--- src/hw/err_status_pkg.sv ---
// constants and carrier types for the pci-side error status register
// Summary of operation
// - Bit 15 sets on an address/attribute parity error as potential target, a data error as write target, or as read master.
// - Bit 15 sets whatever the parity response enable holds.
// - Bit 14 sets whenever system error is seen asserted on the secondary bus.
// - Bit 13 sets when a transaction the bridge masters ends in master abort.
// - Bit 12 sets when the bridge receives a target abort from an addressed target.
// - Bit 11 sets when the bridge, as target, ends a transaction with target abort.
// - Bits 10 to 9 always read 01b, medium decode timing.
// - Bit 8 sets only as master with parity response enabled, on parity error asserted on a read or seen on a write.
// - Bit 7 always reads 1, fast back-to-back capable.
// - Bit 5 always reads 1, 66 MHz capable.
// - Bit 6 and bits 4 to 0 read zero and ignore writes.
package err_status_pkg;
  // ==========================================
  // register map
  localparam logic [7:0]  STATUS_OFFSET    = 8'h1e;
  // bit 5 is a tie-off that reads 1 on top of this reset image
  localparam logic [15:0] STATUS_RESET     = 16'h0280;
  localparam int          PARITY_BIT       = 15;
  localparam int          SYSTEM_BIT       = 14;
  localparam int          MASTER_TERM_BIT  = 13;
  localparam int          TREC_BIT         = 12;
  localparam int          TSIG_BIT         = 11;
  localparam int          SEL_TIMING_LSB   = 9;
  localparam int          DPAR_BIT         = 8;
  localparam int          BACK_TO_BACK_BIT = 7;
  localparam int          HIGH_CLOCK_BIT   = 5;
  localparam logic [1:0]  SEL_TIMING       = 2'h1;
  localparam logic [15:0] FLAG_MASK        = 16'hf900;
  localparam logic [15:0] RESERVED_MASK    = 16'h005f;
  // ==========================================
  // event carrier, one-cycle pulses from the secondary bus engine
  typedef struct packed {
    logic addr_parity_target;
    logic data_parity_write_target;
    logic data_parity_read_master;
    logic system_fault_seen;
    logic master_abort;
    logic target_abort_received;
    logic target_abort_signalled;
    logic master_read_parity_asserted;
    logic master_write_parity_seen;
  } bus_event_type;

  typedef struct packed {
    logic        write;
    logic        read;
    logic [7:0]  addr;
    logic [1:0]  byte_en;
    logic [15:0] wdata;
  } cfg_req_type;
endpackage : err_status_pkg

--- src/hw/event_flag.sv ---
// one sticky write-one-to-clear flag
`timescale 1ns/1ns
module event_flag (
  input  wire logic ref_clk_i,
  input  wire logic rst_i,
  input  wire logic set_i,
  input  wire logic clear_i,
  output logic      flag_o
);
  typedef struct packed { logic flag; } flag_state_type;
  flag_state_type state, next_state;

  // ==========================================
  // set beats clear
  always_comb begin
    next_state = state;
    if (clear_i)
      next_state.flag = 1'b0;
    if (set_i)
      next_state.flag = 1'b1;
  end

  always_ff @(posedge ref_clk_i) begin
    if (rst_i)
      state <= '0;
    else
      state <= next_state;
  end

  assign flag_o = state.flag;

  flag_sticky_a: assert property (
    @(posedge ref_clk_i) disable iff (rst_i)
    state.flag && !clear_i |=> state.flag
  ) else $error("flag dropped without clear");
  set_wins_a: assert property (
    @(posedge ref_clk_i) disable iff (rst_i)
    set_i |=> state.flag
  ) else $error("event lost");
  clear_works_a: assert property (
    @(posedge ref_clk_i) disable iff (rst_i)
    clear_i && !set_i |=> !state.flag
  ) else $error("clear ignored");
endmodule : event_flag

--- src/hw/pci_side_error_status.sv ---
// pci-side error status register with sticky event flags
`timescale 1ns/1ns
module pci_side_error_status (
  input  wire logic                          ref_clk_i,
  input  wire logic                          rst_i,
  input  wire err_status_pkg::bus_event_type event_i,
  input  wire logic                          parity_response_enable_i,
  input  wire err_status_pkg::cfg_req_type   req_i,
  output logic [15:0]                        rdata_o,
  output logic                               rvalid_o
);
  import err_status_pkg::*;

  typedef struct packed {
    logic [15:0] rdata;
    logic        rvalid;
  } bus_state_type;

  bus_state_type state, next_state;
  logic [15:0]   set_vec;
  logic [15:0]   clr_vec;
  logic [15:0]   flags;
  logic [15:0]   status_view;
  logic          hit_write;

  // ==========================================
  // address decode, shared by the read and write paths
  function automatic logic status_hit(input logic [7:0] addr);
    return addr == STATUS_OFFSET;
  endfunction : status_hit

  // ==========================================
  // event decode
  always_comb begin
    set_vec = '0;
    set_vec[PARITY_BIT] = event_i.addr_parity_target | event_i.data_parity_write_target
                          | event_i.data_parity_read_master;
    set_vec[SYSTEM_BIT] = event_i.system_fault_seen;
    set_vec[MASTER_TERM_BIT] = event_i.master_abort;
    set_vec[TREC_BIT]   = event_i.target_abort_received;
    set_vec[TSIG_BIT]   = event_i.target_abort_signalled;
    set_vec[DPAR_BIT]   = parity_response_enable_i
                          & (event_i.master_read_parity_asserted | event_i.master_write_parity_seen);
  end

  // ==========================================
  // write-one-to-clear decode, upper byte lane only carries flags
  assign hit_write = req_i.write && status_hit(req_i.addr) && req_i.byte_en[1];
  assign clr_vec   = hit_write ? (req_i.wdata & FLAG_MASK) : 16'h0000;

  genvar g;
  generate
    for (g = 0; g < 16; g++) begin : g_flag
      if (FLAG_MASK[g]) begin : g_live
        event_flag u_flag (
          .ref_clk_i (ref_clk_i),
          .rst_i     (rst_i),
          .set_i     (set_vec[g]),
          .clear_i   (clr_vec[g]),
          .flag_o    (flags[g])
        );
      end else begin : g_none
        assign flags[g] = 1'b0;
      end
    end
  endgenerate

  // ==========================================
  // read view
  always_comb begin
    status_view = flags & FLAG_MASK;
    status_view[SEL_TIMING_LSB +: 2] = SEL_TIMING;
    status_view[BACK_TO_BACK_BIT] = 1'b1;
    status_view[HIGH_CLOCK_BIT] = 1'b1;
    status_view = status_view & ~RESERVED_MASK;
  end

  always_comb begin
    next_state        = state;
    next_state.rvalid = req_i.read && status_hit(req_i.addr);
    // unmapped reads return zero with rvalid low
    next_state.rdata  = next_state.rvalid ? status_view : 16'h0000;
  end

  always_ff @(posedge ref_clk_i) begin
    if (rst_i)
      state <= '0;
    else
      state <= next_state;
  end

  assign rdata_o  = state.rdata;
  assign rvalid_o = state.rvalid;

  // ==========================================
  // assertions
  // constant fields read back
  const_fields_a: assert property (
    @(posedge ref_clk_i) disable iff (rst_i)
    rvalid_o |-> rdata_o[SEL_TIMING_LSB +: 2] == SEL_TIMING
      && rdata_o[BACK_TO_BACK_BIT] && rdata_o[HIGH_CLOCK_BIT]
  ) else $error("fixed field wrong");

  reserved_zero_a: assert property (
    @(posedge ref_clk_i) disable iff (rst_i)
    rvalid_o |-> (rdata_o & RESERVED_MASK) == 16'h0000
  ) else $error("reserved bit set");

  back_to_back_a: assert property (
    @(posedge ref_clk_i) disable iff (rst_i)
    rvalid_o |-> rdata_o[BACK_TO_BACK_BIT]
  ) else $error("back-to-back bit clear");

  high_clock_a: assert property (
    @(posedge ref_clk_i) disable iff (rst_i)
    rvalid_o |-> rdata_o[HIGH_CLOCK_BIT]
  ) else $error("high clock bit clear");

  parity_set_a: assert property (
    @(posedge ref_clk_i) disable iff (rst_i)
    event_i.addr_parity_target |=> flags[PARITY_BIT]
  ) else $error("parity flag missed");

  parity_free_a: assert property (
    @(posedge ref_clk_i) disable iff (rst_i)
    !parity_response_enable_i && event_i.data_parity_read_master |=> flags[PARITY_BIT]
  ) else $error("parity flag gated");

  parity_write_a: assert property (
    @(posedge ref_clk_i) disable iff (rst_i)
    event_i.data_parity_write_target |=> flags[PARITY_BIT]
  ) else $error("write parity missed");

  parity_read_a: assert property (
    @(posedge ref_clk_i) disable iff (rst_i)
    event_i.data_parity_read_master |=> flags[PARITY_BIT]
  ) else $error("read parity missed");

  dpar_gate_a: assert property (
    @(posedge ref_clk_i) disable iff (rst_i)
    !flags[DPAR_BIT] && !parity_response_enable_i |=> !flags[DPAR_BIT]
  ) else $error("data parity ungated");

  dpar_read_a: assert property (
    @(posedge ref_clk_i) disable iff (rst_i)
    parity_response_enable_i && event_i.master_read_parity_asserted |=> flags[DPAR_BIT]
  ) else $error("read data parity missed");

  dpar_write_a: assert property (
    @(posedge ref_clk_i) disable iff (rst_i)
    parity_response_enable_i && event_i.master_write_parity_seen |=> flags[DPAR_BIT]
  ) else $error("write data parity missed");

  system_set_a: assert property (
    @(posedge ref_clk_i) disable iff (rst_i)
    event_i.system_fault_seen |=> flags[SYSTEM_BIT]
  ) else $error("system fault missed");

  master_term_a: assert property (
    @(posedge ref_clk_i) disable iff (rst_i)
    event_i.master_abort |=> flags[MASTER_TERM_BIT]
  ) else $error("master abort missed");

  trec_set_a: assert property (
    @(posedge ref_clk_i) disable iff (rst_i)
    event_i.target_abort_received |=> flags[TREC_BIT]
  ) else $error("target abort missed");

  tsig_set_a: assert property (
    @(posedge ref_clk_i) disable iff (rst_i)
    event_i.target_abort_signalled |=> flags[TSIG_BIT]
  ) else $error("signalled abort missed");

  read_flags_a: assert property (
    @(posedge ref_clk_i) disable iff (rst_i)
    req_i.read && status_hit(req_i.addr) |=>
      rvalid_o && rdata_o[15:8] == {$past(flags[15:11]), 2'h1, $past(flags[8])}
  ) else $error("read data stale");

  parity_clear_a: assert property (
    @(posedge ref_clk_i) disable iff (rst_i)
    hit_write && req_i.wdata[PARITY_BIT] && !set_vec[PARITY_BIT] |=> !flags[PARITY_BIT]
  ) else $error("parity clear ignored");

  system_clear_a: assert property (
    @(posedge ref_clk_i) disable iff (rst_i)
    hit_write && req_i.wdata[SYSTEM_BIT] && !set_vec[SYSTEM_BIT] |=> !flags[SYSTEM_BIT]
  ) else $error("system clear ignored");

  tsig_clear_a: assert property (
    @(posedge ref_clk_i) disable iff (rst_i)
    hit_write && req_i.wdata[TSIG_BIT] && !set_vec[TSIG_BIT] |=> !flags[TSIG_BIT]
  ) else $error("signalled abort clear ignored");

  dpar_clear_a: assert property (
    @(posedge ref_clk_i) disable iff (rst_i)
    hit_write && req_i.wdata[DPAR_BIT] && !set_vec[DPAR_BIT] |=> !flags[DPAR_BIT]
  ) else $error("data parity clear ignored");

  low_lane_write_a: assert property (
    @(posedge ref_clk_i) disable iff (rst_i)
    req_i.write && !req_i.byte_en[1] && flags[PARITY_BIT] |=> flags[PARITY_BIT]
  ) else $error("low lane write cleared a flag");
endmodule : pci_side_error_status

--- config.mk ---
export PLATFORM = sky130hd
export DESIGN_NAME = pci_side_error_status
export DESIGN_NICKNAME = d
export VERILOG_FILES = /design/src/hw/err_status_pkg.sv /design/src/hw/event_flag.sv /design/src/hw/pci_side_error_status.sv
export SDC_FILE = /design/constraint.sdc
export NUM_CORES = 1
export LEC_CHECK = 0
export BUFFER_PORTS_ARGS = -buffer_cell sky130_fd_sc_hd__buf_2
export CAP_MARGIN = 20
export CORE_MARGIN = 2
export CORE_UTILIZATION = 35
export CTS_BUF_LIST = sky130_fd_sc_hd__clkbuf_2
export CTS_CLUSTER_SIZE = 30
export DETAILED_ROUTE_END_ITERATION = 7
export GPL_TIMING_DRIVEN = 0
export HOLD_SLACK_MARGIN = 0.05
export PLACE_DENSITY = 0.81
export SYNTH_ARGS = -nofsm -noshare
export SYNTH_HDL_FRONTEND = slang
export SYNTH_SLANG_ARGS = --single-unit
--- constraint.sdc ---
create_clock -name ref_clk_i -period 1.7 [get_ports ref_clk_i]
set_input_delay 0 -clock ref_clk_i [delete_from_list [all_inputs] [get_ports ref_clk_i]]
set_output_delay 0 -clock ref_clk_i [all_outputs]
set_load 0.005 [all_outputs]
# After elaboration in Yosys (flattened, before gate mapping)
# Index checks and enable logic that the tools add are counted.
[word_totals]
reg_bits = 23
in_bits = 40
[op_classes]
n_eq_ne = 1
muxes = 14
n_bitwise = 5
reduce_logical = 10
[ops]
columns = ["op", "n"]
rows = [
  ["$mux 16", 1],
  ["$mux 1", 12],
  ["$reduce_bool 2->1", 6],
  ["$mux 10", 1],
  ["$eq 8x5->1 const B", 1],
  ["$logic_and 1x1->1", 3],
  ["$or 1x1->1", 3],
  ["$reduce_or 2->1", 1],
  ["$and 1x1->1", 1],
  ["$not 1->1", 1],
]

# Longest topological paths before layout
# Gate-level depths: netlist of the first run.
[depth]
word_depth = 6
mapped_depth = 3
depth_no_buf = 3

# Modules after synthesis
# From an unflattened synthesis of the first run, not the netlist that was laid out.
[unflattened]
hier_cells = 73
hier_area_um2 = 743.2
[modules_own_cells]
columns = ["module", "n_inst", "cells_per_inst", "area_each_um2", "seq_area_each_um2"]
rows = [
  ["pci_side_error_status", 1, 49, 510.5, 140.1],
  ["event_flag", 6, 4, 38.8, 20.0],
]

# Worst setup path before layout of the first run
# No wires, ideal clock.
[synth_path]
kind = "input-to-reg"
from = "input port req_i[23] (netlist bit)"
to = "register g_flag[8].g_live.u_flag.state"
setup_time_ns = 0.139
arrival_ns = 0.982
slack_ns = 0.580
cell_stages = 3
n_path_buf = 0
path_cell_list = "or4b_4 nor3_2 a311oi_1"
[synth_via]
elab_chain_len = 5
[synth_lines]
columns = ["item", "line", "text"]
rows = [
  ["from (decl)", "pci_side_error_status.sv:8", "input wire err_status_pkg::cfg_req_type req_i,"],
  ["$eq 8x5->1", "pci_side_error_status.sv:29", "return addr == STATUS_OFFSET;"],
  ["$logic_and 1x1->1 (2 in series)", "pci_side_error_status.sv:48", "assign hit_write = req_i.write && status_hit(req_i.addr) && req_i.byte_en[1];"],
  ["$mux 16", "pci_side_error_status.sv:49", "assign clr_vec = hit_write ? (req_i.wdata & FLAG_MASK) : 16'h0000;"],
  ["$reduce_bool 2->1 (no source line)", "n/a", ""],
  ["to (signal assigned)", "event_flag.sv:27", "state <= next_state;"],
  ["to (decl)", "event_flag.sv:11", "flag_state_type state, next_state;"],
]
# No other way between the ends.
# A chain may end at the register's enable or synchronous reset.

# Worst setup path after layout of the first run
[layout_path]
from = "input port req_i[23] (netlist bit)"
to = "register g_flag[12].g_live.u_flag.state"
[layout_via]
elab_chain_len = 5
[layout_lines]
columns = ["item", "line"]
rows = [
  ["$eq 8x5->1", "pci_side_error_status.sv:29"],
  ["$logic_and 1x1->1 (2 in series)", "pci_side_error_status.sv:48"],
  ["$mux 16", "pci_side_error_status.sv:49"],
  ["$reduce_bool 2->1 (no source line)", "n/a"],
  ["to (signal assigned)", "event_flag.sv:27"],
  ["to (decl)", "event_flag.sv:11"],
]
# No other way between the ends.

==> results_dict.tcl, run 1 <==
set metrics [dict create \
    outcome "finished, final reports clean" \
    cts_buffers 3 \
    whs_path_depth 4 \
    end_kind "flip-flop" \
    io_pins 57 \
    ir_drop_mv 0.2797 \
    rr_worst_depth 3 \
    fin_skew_ns 0.00009001 \
    crit_type "input pin to flip-flop" \
    power.density_nw_per_um2 613.6 \
    synthTopCellsByArea "dfxtp_1 48%, buf_4 14%, a311oi_1 9.7%, and2_1 6.9%, nor4b_4 4.4%" \
    synth_seq_area_share_pct 48.04 \
    fin_crit_sh_pct 97.20 \
    cp.required_ns 1.85 \
    arrival_ns 1.80 \
    grt_pass1_vias 551 \
    r2r_slack_ns 0.34 \
    slew_violations 0 \
    die_h_um 43.35 \
    h-tree-depth 1 \
    grt_util_all_layers_pct 15.06 \
    power_w 0.0005735 \
    grt_overflow 0 \
    synth_top_area_share_pct 48.04 \
    startpoint_type "input pin" \
    antenna_found_initial 0 \
    grt_first_pass_wirelength_mm 2.097 \
    nets 156 \
    yosysTopAreaCell "dfxtp_1" \
    p_leak_nw 0.5097 \
    finalSetupTns_ns 0 \
    area_growth_pct 72.52 \
    io_buffers 38 \
    ys_types 16 \
    ys_warn_count 0 \
    postCtsSetupRepairBufs 0 \
    cts_num_sinks 13 \
    rows 14 \
    ys_seq_elements 13 \
    drc 0 \
    diodes 0 \
    cts_tree "yes" \
    clock_latency_ns 0.26 \
    rsz0062_at_grt "no" \
    viasPerCell 4.382 \
    cts_hold_buf 14 \
    synthCells 53 \
    place_congestion 0.6444 \
    finalSetupViolations 0 \
    firstDrtPassIters 4 \
    hold_viol 0 \
    vias 574 \
    drt_wl_total_mm 1.294 \
    drt_iter0_drc 5 \
    die_area_um2 1879 \
    ant_nets 0 \
    post_cts_resized 0 \
    initial_utilization_pct 36.82 \
    clockBufferDepth 2 \
    fp.dieW_um 43.35 \
    hold_path_class "input pin to flip-flop" \
    synth_area_per_cell_um2 10.22 \
    crit_fanout 6 \
    routedWlPerCell_um 9.878 \
    grt_max_degree 8 \
    dp_hpwl_um 954.1 \
    clk_pin_slew_ns 0.12 \
    core_um2 1471 \
    cts_root_buf "clkbuf_2" \
    syn-cell-area_um2 541.8 \
    drv_cap 0 \
    max_freq_mhz 605.2 \
    fin_crit_ns 1.652 \
    drive_gt1_share_pct 47.83 \
]
-- cell usage after synthesis --
master     n
nor3_1     1
nor2b_1    1
nand2_1    1
or4b_4     1
inv_1      4
nor4b_4    1
conb_1     1
nor3_2     1
a311oi_1   6
nor4_1     1
dfxtp_1   13
nand4b_1   1
and2_1     6
buf_4     10
o21ai_0    1
nor2_1     4
-- area by class of cell --
cell class | count | area, um^2
buffer | 10 | 75.07
clock buffer | 4 | 20.02
fill | 140 | 536.8
inverter | 4 | 15.01
multi-input combinational | 32 | 214.0
sequential | 13 | 260.3
tap | 16 | 20.02
timing repair buffer | 52 | 330.3
-- layout by cell type, fill, tap and decap left out, drive strengths merged --
| master | synthesis | routed |
|---|---|---|
| buf | 10 | 48 |
| dlygate4sd3 | 0 | 14 |
| dfxtp | 13 | 13 |
| conb | 1 | 7 |
| a311oi | 6 | 6 |
| and2 | 6 | 6 |
| inv | 4 | 4 |
| nor2 | 4 | 4 |
| clkbuf | 0 | 4 |
| nor3 | 2 | 2 |
| or4b | 1 | 1 |
| nand4b | 1 | 1 |
| nand2 | 1 | 1 |
| nor4 | 1 | 1 |
| nor4b | 1 | 1 |
| o21ai | 1 | 1 |
| nor2b | 1 | 1 |
-- per-stage QoR --
stage                     instances  hold WS [ns]  setup slack, ns  cell area [um^2]  util, %
after floorplan                  59       0.07214           0.5797             564.3        -
after global placement          113        0.1939           0.3397             774.5    52.64
after detailed placement        113        0.2020           0.3120             774.5    52.64
after CTS                       131        0.1841          0.06113             934.6    63.52
after global routing            131        0.1791         0.001275             934.6    63.52
final                           131        0.1826          0.04767             934.6    63.52
-- routing by layer --
layer  vias up  part of all wire, %  track usage (%)
met4         0                    0            5.455
met3         0                   10            4.167
met1       247                   36            15.76
li1        291                    -                -
met5         -                    0                0
met2        36                   54            28.36
-- sequential cells by signal, indices dropped and copies added (netlist names) --
signal,flops
rdata_o,7
g_flag.g_live.u_flag.flag_o,6
-- logic make-up after synthesis --
family,count (synthesis),synth area share [%]
DFF,13,48.04
buffers and inverters,14,16.63
other,1,0.6922
and+or+nand+nor,18,24.02
AOI/OAI and AO/OA,7,10.62
-- worst max-delay path: stages --
cell,delay (ns)
buf_2,0.10
or4b_4,0.55
nor3_2,0.41
a311oi_1,0.16
dlygate4sd3_1,0.58
-- final timing paths --
path | start | endpoint
hold / removal | req_i[24] | rdata_o[13]$_SDFF_PP0_
setup reg to reg | g_flag[15].g_live.u_flag.flag_o$_SDFFE_PP0P_ | g_flag[15].g_live.u_flag.flag_o$_SDFFE_PP0P_
setup / recovery | req_i[23] | g_flag[12].g_live.u_flag.flag_o$_SDFFE_PP0P_
hold reg to reg | g_flag[14].g_live.u_flag.flag_o$_SDFFE_PP0P_ | rdata_o[14]$_SDFF_PP0_
-- power breakdown --
group	switching, W	internal, W	total (W)
combinational	0.0000330	0.0000661	0.0000990
clock	0.0000931	0.0000624	0.000156
sequential	0.00000413	0.000315	0.000319
total	0.000130	0.000443	0.000573
Note: power is estimated with default switching activity, not from simulation.
==> inputs of run 2 (changes only) <==
- CORE_UTILIZATION: 35 -> 38
- PLACE_DENSITY: 0.81 -> 0.87
==> results_dict.tcl, run 2 (same netlist as run 1, synthesis figures left out) <==
set metrics [dict create \
    grt_pass1_vias 554 \
    die_area_um2 1744 \
    drt_wl_total_mm 1.359 \
    arrival_ns 1.72 \
    cp.required_ns 1.85 \
    met1_length_um 503 \
    grt_max_degree 8 \
    drive_gt1_share_pct 47.83 \
    design_area_um2 939.7 \
    die_h_um 41.76 \
    diodes 0 \
    grt_util_all_layers_pct 16.25 \
    finalSetupViolations 0 \
    grt_first_pass_wirelength_mm 2.139 \
    highest_layer "met4" \
    dp_hpwl_um 925.8 \
    antenna_found_initial 0 \
    fill_cells 109 \
    end_kind "flip-flop" \
    drv_cap 0 \
    cts_num_sinks 13 \
    crit_path_start "req_i[23]" \
    vias 571 \
    r2r_end "g_flag[15].g_live.u_flag.flag_o$_SDFFE_PP0P_" \
    worstSetupEndpoint "g_flag[15].g_live.u_flag.flag_o$_SDFFE_PP0P_" \
    place_congestion 0.6583 \
    hold_viol 0 \
    clock_latency_ns 0.26 \
    routedWlPerCell_um 10.45 \
    io_buffers 38 \
    cts_buffers 3 \
    rr_worst_depth 3 \
    power.density_nw_per_um2 613.0 \
    outcome "finished, final reports clean" \
    io_pins 57 \
    fp.dieW_um 41.76 \
    hold_path_class "input pin to flip-flop" \
    largest_reg_flops 7 \
    rows 13 \
    r2r_slack_ns 0.31 \
    wl_met3_um 123 \
    post-route-util_pct 71.32 \
    core_um2 1318 \
    clockBufferDepth 2 \
    slew_violations 0 \
    r2r-start "g_flag[15].g_live.u_flag.flag_o$_SDFFE_PP0P_" \
    drc 0 \
    firstDrtPassIters 2 \
    cts_tree "yes" \
    initial_utilization_pct 41.12 \
    p_leak_nw 0.5215 \
    crit_fanout 6 \
    fin_crit_ns 1.565 \
    max_freq_mhz 639.0 \
    grt_overflow 0 \
    h-tree-depth 1 \
    layout_common_cells "38 x buf_2, 14 x dlygate4sd3_1, 13 x dfxtp_1" \
    multiInputGateArea_um2 220.2 \
    cts_root_buf "clkbuf_2" \
    nets 156 \
    ant_nets 0 \
    area_growth_pct 73.44 \
    crit_type "input pin to flip-flop" \
    postCtsSetupRepairBufs 0 \
    clk_pin_slew_ns 0.12 \
    instances_no_fill 130 \
    viasPerCell 4.392 \
    wl_met2_um 718 \
    finalSetupTns_ns 0 \
    fin_skew_ns 0.0004921 \
    ir_drop_mv 0.3797 \
    drt_iter0_drc 4 \
    rsz0062_at_grt "no" \
    whs_path_depth 3 \
    startpoint_type "input pin" \
    ff_latch_area_um2 260.3 \
    dpl_cell_area_um2 773.2 \
    fin_crit_sh_pct 92.06 \
    dp.cells 112 \
    final_common_cell "buf_2" \
]
==> run 2: cell counts in the layout (fill, tap and decap cells not counted) <==
Identical to the previous run, type by type.
==> run 2: worst min-delay path by stage <==
| stage | to | from | slack, ns |
|---|---|---|---|
| floorplan | g_flag[11].g_live.u_flag.flag_o$_SDFFE_PP0P_ | rst_i | 0.07 |
| global placement | g_flag[8].g_live.u_flag.flag_o$_SDFFE_PP0P_ | req_i[8] | 0.19 |
| detailed placement | g_flag[8].g_live.u_flag.flag_o$_SDFFE_PP0P_ | req_i[8] | 0.20 |
| CTS | rdata_o[15]$_SDFF_PP0_ | req_i[24] | 0.18 |
| global route | rdata_o[15]$_SDFF_PP0_ | req_i[24] | 0.18 |
| finish | rdata_o[14]$_SDFF_PP0_ | rst_i | 0.19 |
==> run 2: worst max-delay path, stage by stage <==
cell and delay, ns:
buf_2 0.10, or4b_4 0.56, nor3_4 0.32, a311oi_1 0.14, dlygate4sd3_1 0.59
==> run 2: power by group <==
part / switching, W / internal, W
Combinational: 0.0000342 / 0.0000661
Clock: 0.0000943 / 0.0000624
Sequential: 0.00000416 / 0.000315
==> run 2: layout make-up <==
| cell class | instances | share of cell area, % |
|---|---|---|
| sequential | 13 | 27.70 |
| clock buffer | 4 | 2.130 |
| multi-input combinational | 32 | 23.44 |
| inverter | 4 | 1.598 |
| timing repair buffer | 52 | 35.15 |
| tap | 15 | 1.997 |
| buffer | 10 | 7.989 |
==> run 2: through the flow <==
step	hold WS (ns)	setup WS, ns	power [W]
6_report	0.1949	0.1350	0.0005760
5_1_grt	0.1815	0.1156	0.0006097
4_1_cts	0.1819	0.05907	0.0005766
3_5_place_dp	0.1985	0.3220	0.0003966
3_3_place_gp	0.1939	0.3294	0.0003941
2_1_floorplan	0.07214	0.5797	0.0003581
==> run 2: timing repair <==
action,in CTS,in global routing
hold endpoints to repair,7,0
setup endpoints to repair,0,1
hold buffers,14,0
resized for setup,0,1
==> run 2: layer usage <==
metal  global-route usage [%]  vias to the layer above
met1                    14.51                      244
li1                         -                      290
met3                    4.783                        2
met5                        0                        -
met2                    32.19                       35
met4                    7.742                        0
